[config.mk]
export PLATFORM = sky130hd
export DESIGN_NAME = psl_loader
export DESIGN_NICKNAME = d
export VERILOG_FILES = /design/src/rtl/psl_pkg.sv /design/src/rtl/psl_sync_if.sv /design/src/rtl/psl_sync.sv /design/src/rtl/psl_loader.sv
export SDC_FILE = /design/constraint.sdc
export NUM_CORES = 1
export LEC_CHECK = 0
export ABC_AREA = 1
export BUFFER_PORTS_ARGS = -buffer_cell sky130_fd_sc_hd__buf_2
export CORE_ASPECT_RATIO = 1.1
export CORE_MARGIN = 2
export CORE_UTILIZATION = 59
export DETAILED_ROUTE_END_ITERATION = 12
export HOLD_SLACK_MARGIN = 0.03
export PLACE_DENSITY = 0.9
export SLEW_MARGIN = 20
export SYNTH_ARGS = -nofsm -noshare
export SYNTH_HDL_FRONTEND = slang
export SYNTH_HIERARCHICAL = 1
export SYNTH_SLANG_ARGS = --single-unit
export TNS_END_PERCENT = 10
[constraint.sdc]
create_clock -name sys_clk -period 3.85 [get_ports sys_clk]
set_input_delay 0.77 -clock sys_clk [delete_from_list [all_inputs] [get_ports sys_clk]]
set_output_delay 0.77 -clock sys_clk [all_outputs]
set_load 0.005 [all_outputs]
[src/rtl/psl_pkg.sv]
// ************************************************************
// Constants of the parameter set loader
// ************************************************************
package psl_pkg;

    // Register bus geometry
    localparam int ADDR_W = 4;
    localparam int DATA_W = 32;

    // Register offsets (word index on the plain port)
    localparam logic [3:0] OFS_LOAD_CODE  = 4'h0;
    localparam logic [3:0] OFS_STORE_CODE = 4'h1;
    localparam logic [3:0] OFS_STATUS     = 4'h2;
    localparam logic [3:0] OFS_INPUT_FUNC = 4'h3;
    localparam logic [3:0] OFS_LOAD_POL   = 4'h4;

    // Set codes as seen by software
    localparam int         CODE_W       = 3;
    localparam logic [2:0] CODE_FACTORY = 3'h0;
    localparam logic [2:0] CODE_SET1    = 3'h1;
    localparam logic [2:0] CODE_MAX     = 3'h4;

    // Function assigned to one digital input (two bits each)
    localparam logic [1:0] FUNC_NONE = 2'h0;
    localparam logic [1:0] FUNC_SEL  = 2'h1;
    localparam logic [1:0] FUNC_LOAD = 2'h2;

    // Status register fields
    localparam int STAT_SET_LSB = 0;
    localparam int STAT_BUSY    = 3;
    localparam int STAT_UNSAVED = 4;
    localparam int STAT_READY   = 5;

    // Reset values
    localparam logic [31:0] RST_INPUT_FUNC = 32'h0000_0000;
    localparam logic        RST_LOAD_POL   = 1'h1;

    // Timing: control lockout after a terminal load
    localparam int CLK_HZ       = 100_000_000;
    localparam int HOLD_TIME_MS = 1000;
    localparam int HOLD_CYCLES  = HOLD_TIME_MS * (CLK_HZ / 1000);

    // Default size of one parameter set and number of inputs
    localparam int NUM_PARAMS = 16;
    localparam int NUM_INPUTS = 4;

    typedef enum logic [2:0] {
        ST_IDLE = 3'h1,
        ST_XFER = 3'h2,
        ST_HOLD = 3'h4
    } psl_state_type;

endpackage

[src/rtl/psl_sync_if.sv]
`timescale 1ns/1ps
`default_nettype none
// ************************************************************
// Raw pin levels in, synchronised levels out
// ************************************************************
interface psl_sync_if #(
    parameter int W = 1
);
    logic [W-1:0] raw;
    logic [W-1:0] sync;

    modport sink (input raw, output sync);
    modport user (output raw, input sync);
endinterface
`default_nettype wire

[src/rtl/psl_sync.sv]
`timescale 1ns/1ps
`default_nettype none
// ************************************************************
// Two-stage synchroniser for pin levels
// ************************************************************
module psl_sync (
    input wire logic  sys_clk,
    input wire logic  sys_rst,
    psl_sync_if.sink  port
);
    localparam int W = $bits(port.raw);

    logic [W-1:0] meta_q;
    logic [W-1:0] sync_q;

    // First stage feeds only the second stage
    always_ff @(posedge sys_clk) begin
        if (sys_rst) begin
            meta_q <= '0;
            sync_q <= '0;
        end else begin
            meta_q <= port.raw;
            sync_q <= meta_q;
        end
    end

    assign port.sync = sync_q;
endmodule
`default_nettype wire

[src/rtl/psl_loader.sv]
// Chosen here: the plain strobed port and the register addresses.
`timescale 1ns/1ps
`default_nettype none
// Overview of operation
// - After reset set 1 is loaded before any other load or store is acted on.
// - Select inputs form a binary index, low bit first, 00 = set 1.
// - At most two inputs act as select inputs; extra ones are ignored.
// - The lowest-numbered select input is the low bit, next the high.
// - A select other than set 1 at power-up starts a load of that set.
// - An active load input while inhibited loads the selected set.
// - After the last parameter the status shows the loaded set.
// - A terminal load ignores controls and drops ready for about 1 s.
// - The load code starts a load: 0 factory, 1 to 4 a set; reads 0 when done.
// - The power-up terminal set is loaded after the set 1 load.
// - Unstored changes are discarded and overwritten by a load.
module psl_loader
    import psl_pkg::*;
#(
    parameter  int N_IN     = NUM_INPUTS,
    parameter  int N_PARAMS = NUM_PARAMS,
    parameter  int HOLD_CNT = HOLD_CYCLES,
    // Index width is needed by a port, so it lives up here
    localparam int PW       = (N_PARAMS > 1) ? $clog2(N_PARAMS) : 1
) (
    input  wire logic              sys_clk,
    input  wire logic              sys_rst,
    input  wire logic [N_IN-1:0]   din_raw,
    input  wire logic              inhibit_raw,
    input  wire logic              param_changed,
    input  wire logic [ADDR_W-1:0] reg_addr,
    input  wire logic [DATA_W-1:0] reg_wdata,
    input  wire logic              reg_wr,
    input  wire logic              reg_rd,
    output logic      [DATA_W-1:0] reg_rdata,
    output logic                   ready,
    output logic                   load_active,
    output logic      [CODE_W-1:0] load_set,
    output logic      [PW-1:0]     load_param_idx,
    output logic                   load_param_we,
    output logic                   store_req,
    output logic      [CODE_W-1:0] store_set,
    output logic      [CODE_W-1:0] loaded_set
);
    // Lockout counter wide enough for the full one-second count;
    // a short count in simulation shrinks it to a few bits
    localparam int HW = $clog2(HOLD_CNT + 1);
    localparam logic [PW-1:0] PIDX_LAST = PW'(N_PARAMS - 1);
    localparam logic [HW-1:0] HOLD_LAST = HW'(HOLD_CNT - 1);

    // ********************************************************
    // Pin synchronisation
    // ********************************************************
    // Inhibit rides in the top bit, so one synchroniser serves all
    // pins. Bits settle one by one, not as a word: a select that
    // moves together with the load level may be seen a cycle late,
    // which is why selects have to lead the load level.
    psl_sync_if #(.W(N_IN + 1)) pins ();

    assign pins.raw = {inhibit_raw, din_raw};

    // Every pin passes two flops before use
    psl_sync u_sync (
        .sys_clk (sys_clk),
        .sys_rst (sys_rst),
        .port    (pins)
    );

    logic [N_IN-1:0] din;
    logic            inhibit;

    assign din     = pins.sync[N_IN-1:0];
    assign inhibit = pins.sync[N_IN];

    // ********************************************************
    // Register state
    // ********************************************************
    psl_state_type       state_q;
    logic [CODE_W-1:0]   code_q;
    logic [PW-1:0]       pidx_q;
    logic [HW-1:0]       hold_q;
    logic                term_q;
    logic                boot_q;
    logic                rearm_q;
    logic [CODE_W-1:0]   loaded_q;
    logic                unsaved_q;
    logic [2*N_IN-1:0]   func_q;
    logic                pol_q;
    logic                store_q;
    logic [CODE_W-1:0]   store_set_q;
    logic [DATA_W-1:0]   rdata_q;

    // ********************************************************
    // Input function decode
    // ********************************************************
    logic       sel_lo;
    logic       sel_hi;
    logic       load_lvl;
    logic [1:0] sel_cnt;

    // Scan upward so the lowest select input wins the low bit
    always_comb begin
        sel_lo   = 1'b0;
        sel_hi   = 1'b0;
        load_lvl = 1'b0;
        sel_cnt  = 2'h0;
        for (int i = 0; i < N_IN; i++) begin
            if (func_q[2*i +: 2] == FUNC_SEL) begin
                if (sel_cnt == 2'h0) begin
                    sel_lo  = din[i];
                    sel_cnt = 2'h1;
                end else if (sel_cnt == 2'h1) begin
                    sel_hi  = din[i];
                    sel_cnt = 2'h2;
                end
            end
            if (func_q[2*i +: 2] == FUNC_LOAD) begin
                load_lvl = load_lvl | (din[i] == pol_q);
            end
        end
    end

    // Select inputs 00 give set 1, low bit first
    logic [CODE_W-1:0] sel_code;

    assign sel_code = CODE_W'({sel_hi, sel_lo}) + CODE_SET1;

    // ********************************************************
    // Start conditions
    // ********************************************************
    logic idle;
    logic xfer_end;
    logic code_wr;
    logic code_ok;
    logic start_code;
    logic start_term;

    assign idle     = (state_q == ST_IDLE);
    assign xfer_end = (state_q == ST_XFER) && (pidx_q == PIDX_LAST);
    assign code_wr  = reg_wr && (reg_addr == OFS_LOAD_CODE);
    assign code_ok  = (reg_wdata[CODE_W-1:0] <= CODE_MAX)
                   && (reg_wdata[DATA_W-1:CODE_W] == '0);

    // Software load wins over a terminal load in the same cycle.
    // The load input is a level, so a pin left active would reload
    // forever; rearm_q blocks it until the level has gone away.
    assign start_code = idle && code_wr && code_ok;
    // Level sensed, only while inhibited
    assign start_term = idle && !start_code && load_lvl
                     && inhibit && !rearm_q;

    // ********************************************************
    // Load sequencer
    // ********************************************************
    // Reset enters a set 1 transfer straight away
    always_ff @(posedge sys_clk) begin
        if (sys_rst) begin
            state_q <= ST_XFER;
            code_q  <= CODE_SET1;
            pidx_q  <= '0;
            hold_q  <= '0;
            term_q  <= 1'b0;
            boot_q  <= 1'b1;
        end else begin
            unique case (state_q)
                ST_IDLE: begin
                    pidx_q <= '0;
                    hold_q <= '0;
                    if (start_code) begin
                        state_q <= ST_XFER;
                        code_q  <= reg_wdata[CODE_W-1:0];
                        term_q  <= 1'b0;
                    end else if (start_term) begin
                        state_q <= ST_XFER;
                        code_q  <= sel_code;
                        term_q  <= 1'b1;
                    end
                end
                ST_XFER: begin
                    pidx_q <= pidx_q + PW'(1);
                    if (xfer_end) begin
                        pidx_q <= '0;
                        // Selects are read at the end of the set 1
                        // load, so software has that long to map them
                        if (boot_q && sel_code != CODE_SET1) begin
                            // Extra power-up step
                            boot_q  <= 1'b0;
                            code_q  <= sel_code;
                            state_q <= ST_XFER;
                        end else if (term_q) begin
                            boot_q  <= 1'b0;
                            state_q <= ST_HOLD;
                        end else begin
                            boot_q  <= 1'b0;
                            state_q <= ST_IDLE;
                        end
                    end
                end
                ST_HOLD: begin
                    // All controls ignored until the count runs out;
                    // a code load has no lockout, only terminal loads
                    hold_q <= hold_q + HW'(1);
                    if (hold_q == HOLD_LAST) begin
                        hold_q  <= '0;
                        term_q  <= 1'b0;
                        state_q <= ST_IDLE;
                    end
                end
                default: begin
                    state_q <= ST_IDLE;
                end
            endcase
        end
    end

    // ********************************************************
    // Load input rearm
    // ********************************************************
    // A held level must drop before it loads again; set wins
    always_ff @(posedge sys_clk) begin
        if (sys_rst) begin
            rearm_q <= 1'b0;
        end else if (start_term) begin
            rearm_q <= 1'b1;
        end else if (!load_lvl) begin
            rearm_q <= 1'b0;
        end
    end

    // ********************************************************
    // Loaded set status
    // ********************************************************
    // Published only once the last parameter is written
    always_ff @(posedge sys_clk) begin
        if (sys_rst) begin
            loaded_q <= CODE_FACTORY;
        end else if (xfer_end) begin
            loaded_q <= code_q;
        end
    end

    // Edits since the last store or load; a new edit wins, since
    // losing it would hide a change that no stored set holds yet
    always_ff @(posedge sys_clk) begin
        if (sys_rst) begin
            unsaved_q <= 1'b0;
        end else if (param_changed) begin
            unsaved_q <= 1'b1;
        end else if (xfer_end || store_q) begin
            unsaved_q <= 1'b0;
        end
    end

    // ********************************************************
    // Configuration registers
    // ********************************************************
    // Input function map and load polarity
    always_ff @(posedge sys_clk) begin
        if (sys_rst) begin
            func_q <= RST_INPUT_FUNC[2*N_IN-1:0];
            pol_q  <= RST_LOAD_POL;
        end else if (reg_wr && reg_addr == OFS_INPUT_FUNC) begin
            func_q <= reg_wdata[2*N_IN-1:0];
        end else if (reg_wr && reg_addr == OFS_LOAD_POL) begin
            pol_q  <= reg_wdata[0];
        end
    end

    // Store request pulse towards parameter storage; refused while
    // a load runs, as the active values are half overwritten then
    always_ff @(posedge sys_clk) begin
        if (sys_rst) begin
            store_q     <= 1'b0;
            store_set_q <= CODE_SET1;
        end else begin
            store_q <= 1'b0;
            if (idle && reg_wr && reg_addr == OFS_STORE_CODE
                && reg_wdata[CODE_W-1:0] >= CODE_SET1
                && reg_wdata[CODE_W-1:0] <= CODE_MAX
                && reg_wdata[DATA_W-1:CODE_W] == '0) begin
                store_q     <= 1'b1;
                store_set_q <= reg_wdata[CODE_W-1:0];
            end
        end
    end

    // ********************************************************
    // Register read port
    // ********************************************************
    // Data stand one cycle after the strobe, zero otherwise
    // Zero when idle keeps a shared read bus free of stale data
    always_ff @(posedge sys_clk) begin
        if (sys_rst) begin
            rdata_q <= '0;
        end else begin
            rdata_q <= '0;
            if (reg_rd) begin
                unique case (reg_addr)
                    OFS_LOAD_CODE: begin
                        // Code falls back to 0 when done
                        if (!idle && !term_q) begin
                            rdata_q[CODE_W-1:0] <= code_q;
                        end
                    end
                    OFS_STORE_CODE: begin
                        rdata_q[CODE_W-1:0] <= store_set_q;
                    end
                    OFS_STATUS: begin
                        rdata_q[STAT_SET_LSB +: CODE_W] <= loaded_q;
                        rdata_q[STAT_BUSY]    <= !idle;
                        rdata_q[STAT_UNSAVED] <= unsaved_q;
                        rdata_q[STAT_READY]   <= idle;
                    end
                    OFS_INPUT_FUNC: begin
                        rdata_q[2*N_IN-1:0] <= func_q;
                    end
                    OFS_LOAD_POL: begin
                        rdata_q[0] <= pol_q;
                    end
                    default: begin
                        rdata_q <= '0;
                    end
                endcase
            end
        end
    end

    // ********************************************************
    // Outputs
    // ********************************************************
    // Ready withheld for transfer and lockout
    // Straight from the state flop, so no glitch reaches the pin
    assign ready          = idle;
    assign load_active    = !idle;
    // Each transfer overwrites the active values
    assign load_param_we  = (state_q == ST_XFER);
    assign load_set       = code_q;
    assign load_param_idx = pidx_q;
    assign store_req      = store_q;
    assign store_set      = store_set_q;
    assign loaded_set     = loaded_q;
    assign reg_rdata      = rdata_q;

endmodule
`default_nettype wire

==> flow_summary.ini <==
[floorplanning]
initial_utilization_pct = 60.0
rows = 32
dieArea_um2 = 7740
die_w_um = 84.0
io_pins = 95
die_height_um = 92.0
core_area_um2 = 6930

[worst_setup_path]
r2r_cells = 14
end_kind = flop
critPathArrivalTime_ns = 2.73
crit_path_top_delay_cell = dfxtp_1
worstSetupStartpointType = flop
crit_path_max_incr_delay_ns = 0.35
cp_top_family = simple AND/OR/NAND/NOR gates
path_cells = inv_1, nand2_1, ha_1, o21ai_0, nor2_1, nand2_1, mux2i_1, ha_1, nor2_1, inv_1, o21ai_0, nand3_2, nor2_1, nor2_1
critPathRequiredTime_ns = 4.10
critPathKind = reg2reg
crit_path_frequent_cell = nor2_1
crit_fanout = 6
cp_num_buf_inv = 2
cp.depth = 14

[sta]
finalHoldViolations = 0
slew_viol_final = 0
finalSetupViolCount = 0
tightest_slew_ns = 0.712
timing.final.crit_share_pct = 64.3
fin_worst_skew_ns = 0.00961
tns_ns = 0
max_freq_mhz = 404
slew_headroom_pct = 52.5
fin_crit_ns = 2.48
rsz0062_at_grt = false

[flow_run]
maxCapViolCount = 0

[route]
drt_iter0_markers = 200
num_vias = 4329
wl_per_cell_um = 14.2
drc = 0
routed_wl_um = 11100
dr.pass1.iters = 5
viasPerCell = 5.52
ant_nets = 0

[clock_network]
cts_tree = built
clkSinkCount = 75
cts_resized = 0
cts-buffers-inserted = 9
ctsHoldBuffers = 0
clkLatencyLatePin_ns = 0.36
post_cts_buffers = 0
cts.path.max_buffers = 2
cts-root-buf = clkbuf_8
cts-htree-levels = 3
cts.clk_slew.worst_paths_ns = 0.08

[logic_synthesis]
yosysWarnings = 6
async_reset_ff_share_pct = 0
ys_types = 44
synth_edf_count = 0
ys_seq_area_share_pct = 36.1
ys.flop_type = dfxtp_1
ys_ff_latch = 75
syn_area_um2 = 4160
syn_area_per_cell_um2 = 6.68
syn_inst = 622

[place]
io_buffers = 70
routabilityCongestion = 0.984
place_hpwl_um = 8370

[pwr]
ir_drop_uv = 207
leakage_uw = 0.00218
power_density_nw_per_um2 = 338

[global_route]
grt_pass1_wl_um = 18200
antenna_found_initial = 0
grt_max_degree = 31
overflow = 0
track_usage_pct = 29.0
grt_pass1_vias = 4133

[finish]
syn2layout_area_growth_pct = 12.4
final_nets = 745
post-route-util_pct = 67.5
antenna_cells = 0
drive_gt1_share_pct = 14.7

[min_path]
worstHoldPathType = reg2reg
whs_path_depth = 2

[run_status]
outcome = finished clean
cells in the final DEF, fill, tap and decap left out, types with 3 or more instances in the layout:
master	n
a21oi_1	42
buf_2	70
clkbuf_8	10
clkinvlp_4	3
conb_1	24
dfxtp_1	75
ha_1	5
inv_1	90
nand2_1	136
nand2_2	3
nand3_1	44
nand3_2	4
nand4_1	14
nor2_1	84
nor3_1	10
nor3_4	3
o21ai_0	35
o22ai_1	5
xor2_1	7
stage by stage:
| stage | instances | power, uW | instance area (um^2) | hold WS, ns | setup slack, ns |
|---|---|---|---|---|---|
| floorplan | 645 | 929 | 4240 | 0.388 | 1.71 |
| finish | 784 | 1580 | 4670 | 0.417 | 1.37 |
| detailed placement | 768 | 974 | 4470 | 0.405 | 1.48 |
| CTS | 784 | 1580 | 4670 | 0.418 | 1.41 |
| global placement | 768 | 966 | 4470 | 0.407 | 1.59 |
| global route | 784 | 1640 | 4670 | 0.442 | 1.16 |
area by class of cell:
cell class | instances | area, um^2
Inverter | 93 | 349
Multi-Input combinational cell | 443 | 2150
Clock buffer | 11 | 141
Clock inverter | 5 | 61.3
Fill cell | 598 | 2250
Timing Repair Buffer | 72 | 365
Tap cell | 85 | 106
Sequential cell | 75 | 1500
Yosys cell counts, types with 2 or more instances:
cell type    n  area (um^2)
nor2_2       2         12.5
nand2_1    136          510
a221oi_1     2         17.5
nand2_4      2         22.5
clkbuf_1     5         18.8
nand3_1     44          220
buf_6        2         22.5
o22ai_1      5         31.3
a211oi_1     2         15.0
ha_1         5         62.6
o32ai_1      2         17.5
a21oi_1     42          210
nand3_2      4         40.0
nor3b_1      2         15.0
clkinv_1     2         7.51
nand3b_1     2         15.0
buf_4       24          180
nand4_1     14         87.6
xor2_1       7         61.3
dfxtp_1     75         1500
nand2_2      3         18.8
nor3_1      10         50.1
nor2_1      84          315
inv_1       90          338
o21ai_0     35          175
nor3_4       3         48.8
registers in the layout (all words and copies together) (netlist names), 3 cells and up:
| register | cells |
|---|---|
| hold_q | 27 |
| func_q | 8 |
| reg_rdata | 8 |
| u_sync/meta_q | 5 |
| u_sync/port.sync | 5 |
| load_param_idx | 4 |
| load_set | 3 |
| loaded_set | 3 |
| state_q | 3 |
| store_set | 3 |
tightest hold or removal path: stages, from the launching register on:
cell and delay [ns]:
dfxtp_1 0.30, inv_1 0.04, nor2_1 0.03
final timing paths:
kind / startpoint / slack, ns / endpoint
setup reg to reg: func_q[1]$_SDFFE_PP0P_ / 1.37 / load_set[1]$_SDFFE_PP0P_
setup / recovery: func_q[1]$_SDFFE_PP0P_ / 1.37 / load_set[1]$_SDFFE_PP0P_
hold reg to reg: u_sync/meta_q[4]$_SDFF_PP0_ / 0.42 / u_sync/port.sync[4]$_SDFF_PP0_
hold / removal: u_sync/meta_q[4]$_SDFF_PP0_ / 0.42 / u_sync/port.sync[4]$_SDFF_PP0_
logic make-up (layout without fill, tap and decap cells):
logic type | Yosys count | count (layout) | share of synthesized area, %
and+or+nand+nor | 309 | 309 | 33.4
buffers and inverters | 127 | 181 | 14.3
AOI/OAI and AO/OA | 96 | 96 | 12.7
DFF | 75 | 75 | 36.1
xor gates and xnor gates | 8 | 8 | 1.69
adders and majority gates | 5 | 5 | 1.50
other | 1 | 24 | 0.0902
muxes | 1 | 1 | 0.241
metal layers:
| metal | global-route usage [%] | vias up | routed length (um) |
|---|---|---|---|
| li1 | - | 2106 | - |
| met1 | 32.3 | 1970 | 4370 |
| met2 | 52.6 | 219 | 5500 |
| met3 | 3.78 | 34 | 812 |
| met4 | 16.4 | 0 | 434 |
| met5 | 0 | - | 0 |
power breakdown:
| group | switching (uW) | total (uW) | internal [uW] |
|---|---|---|---|
| sequential | 15.9 | 809 | 793 |
| clock | 303 | 622 | 319 |
| combinational | 94.6 | 150 | 55.4 |
No activity file was read; power rests on OpenSTA's default activity.
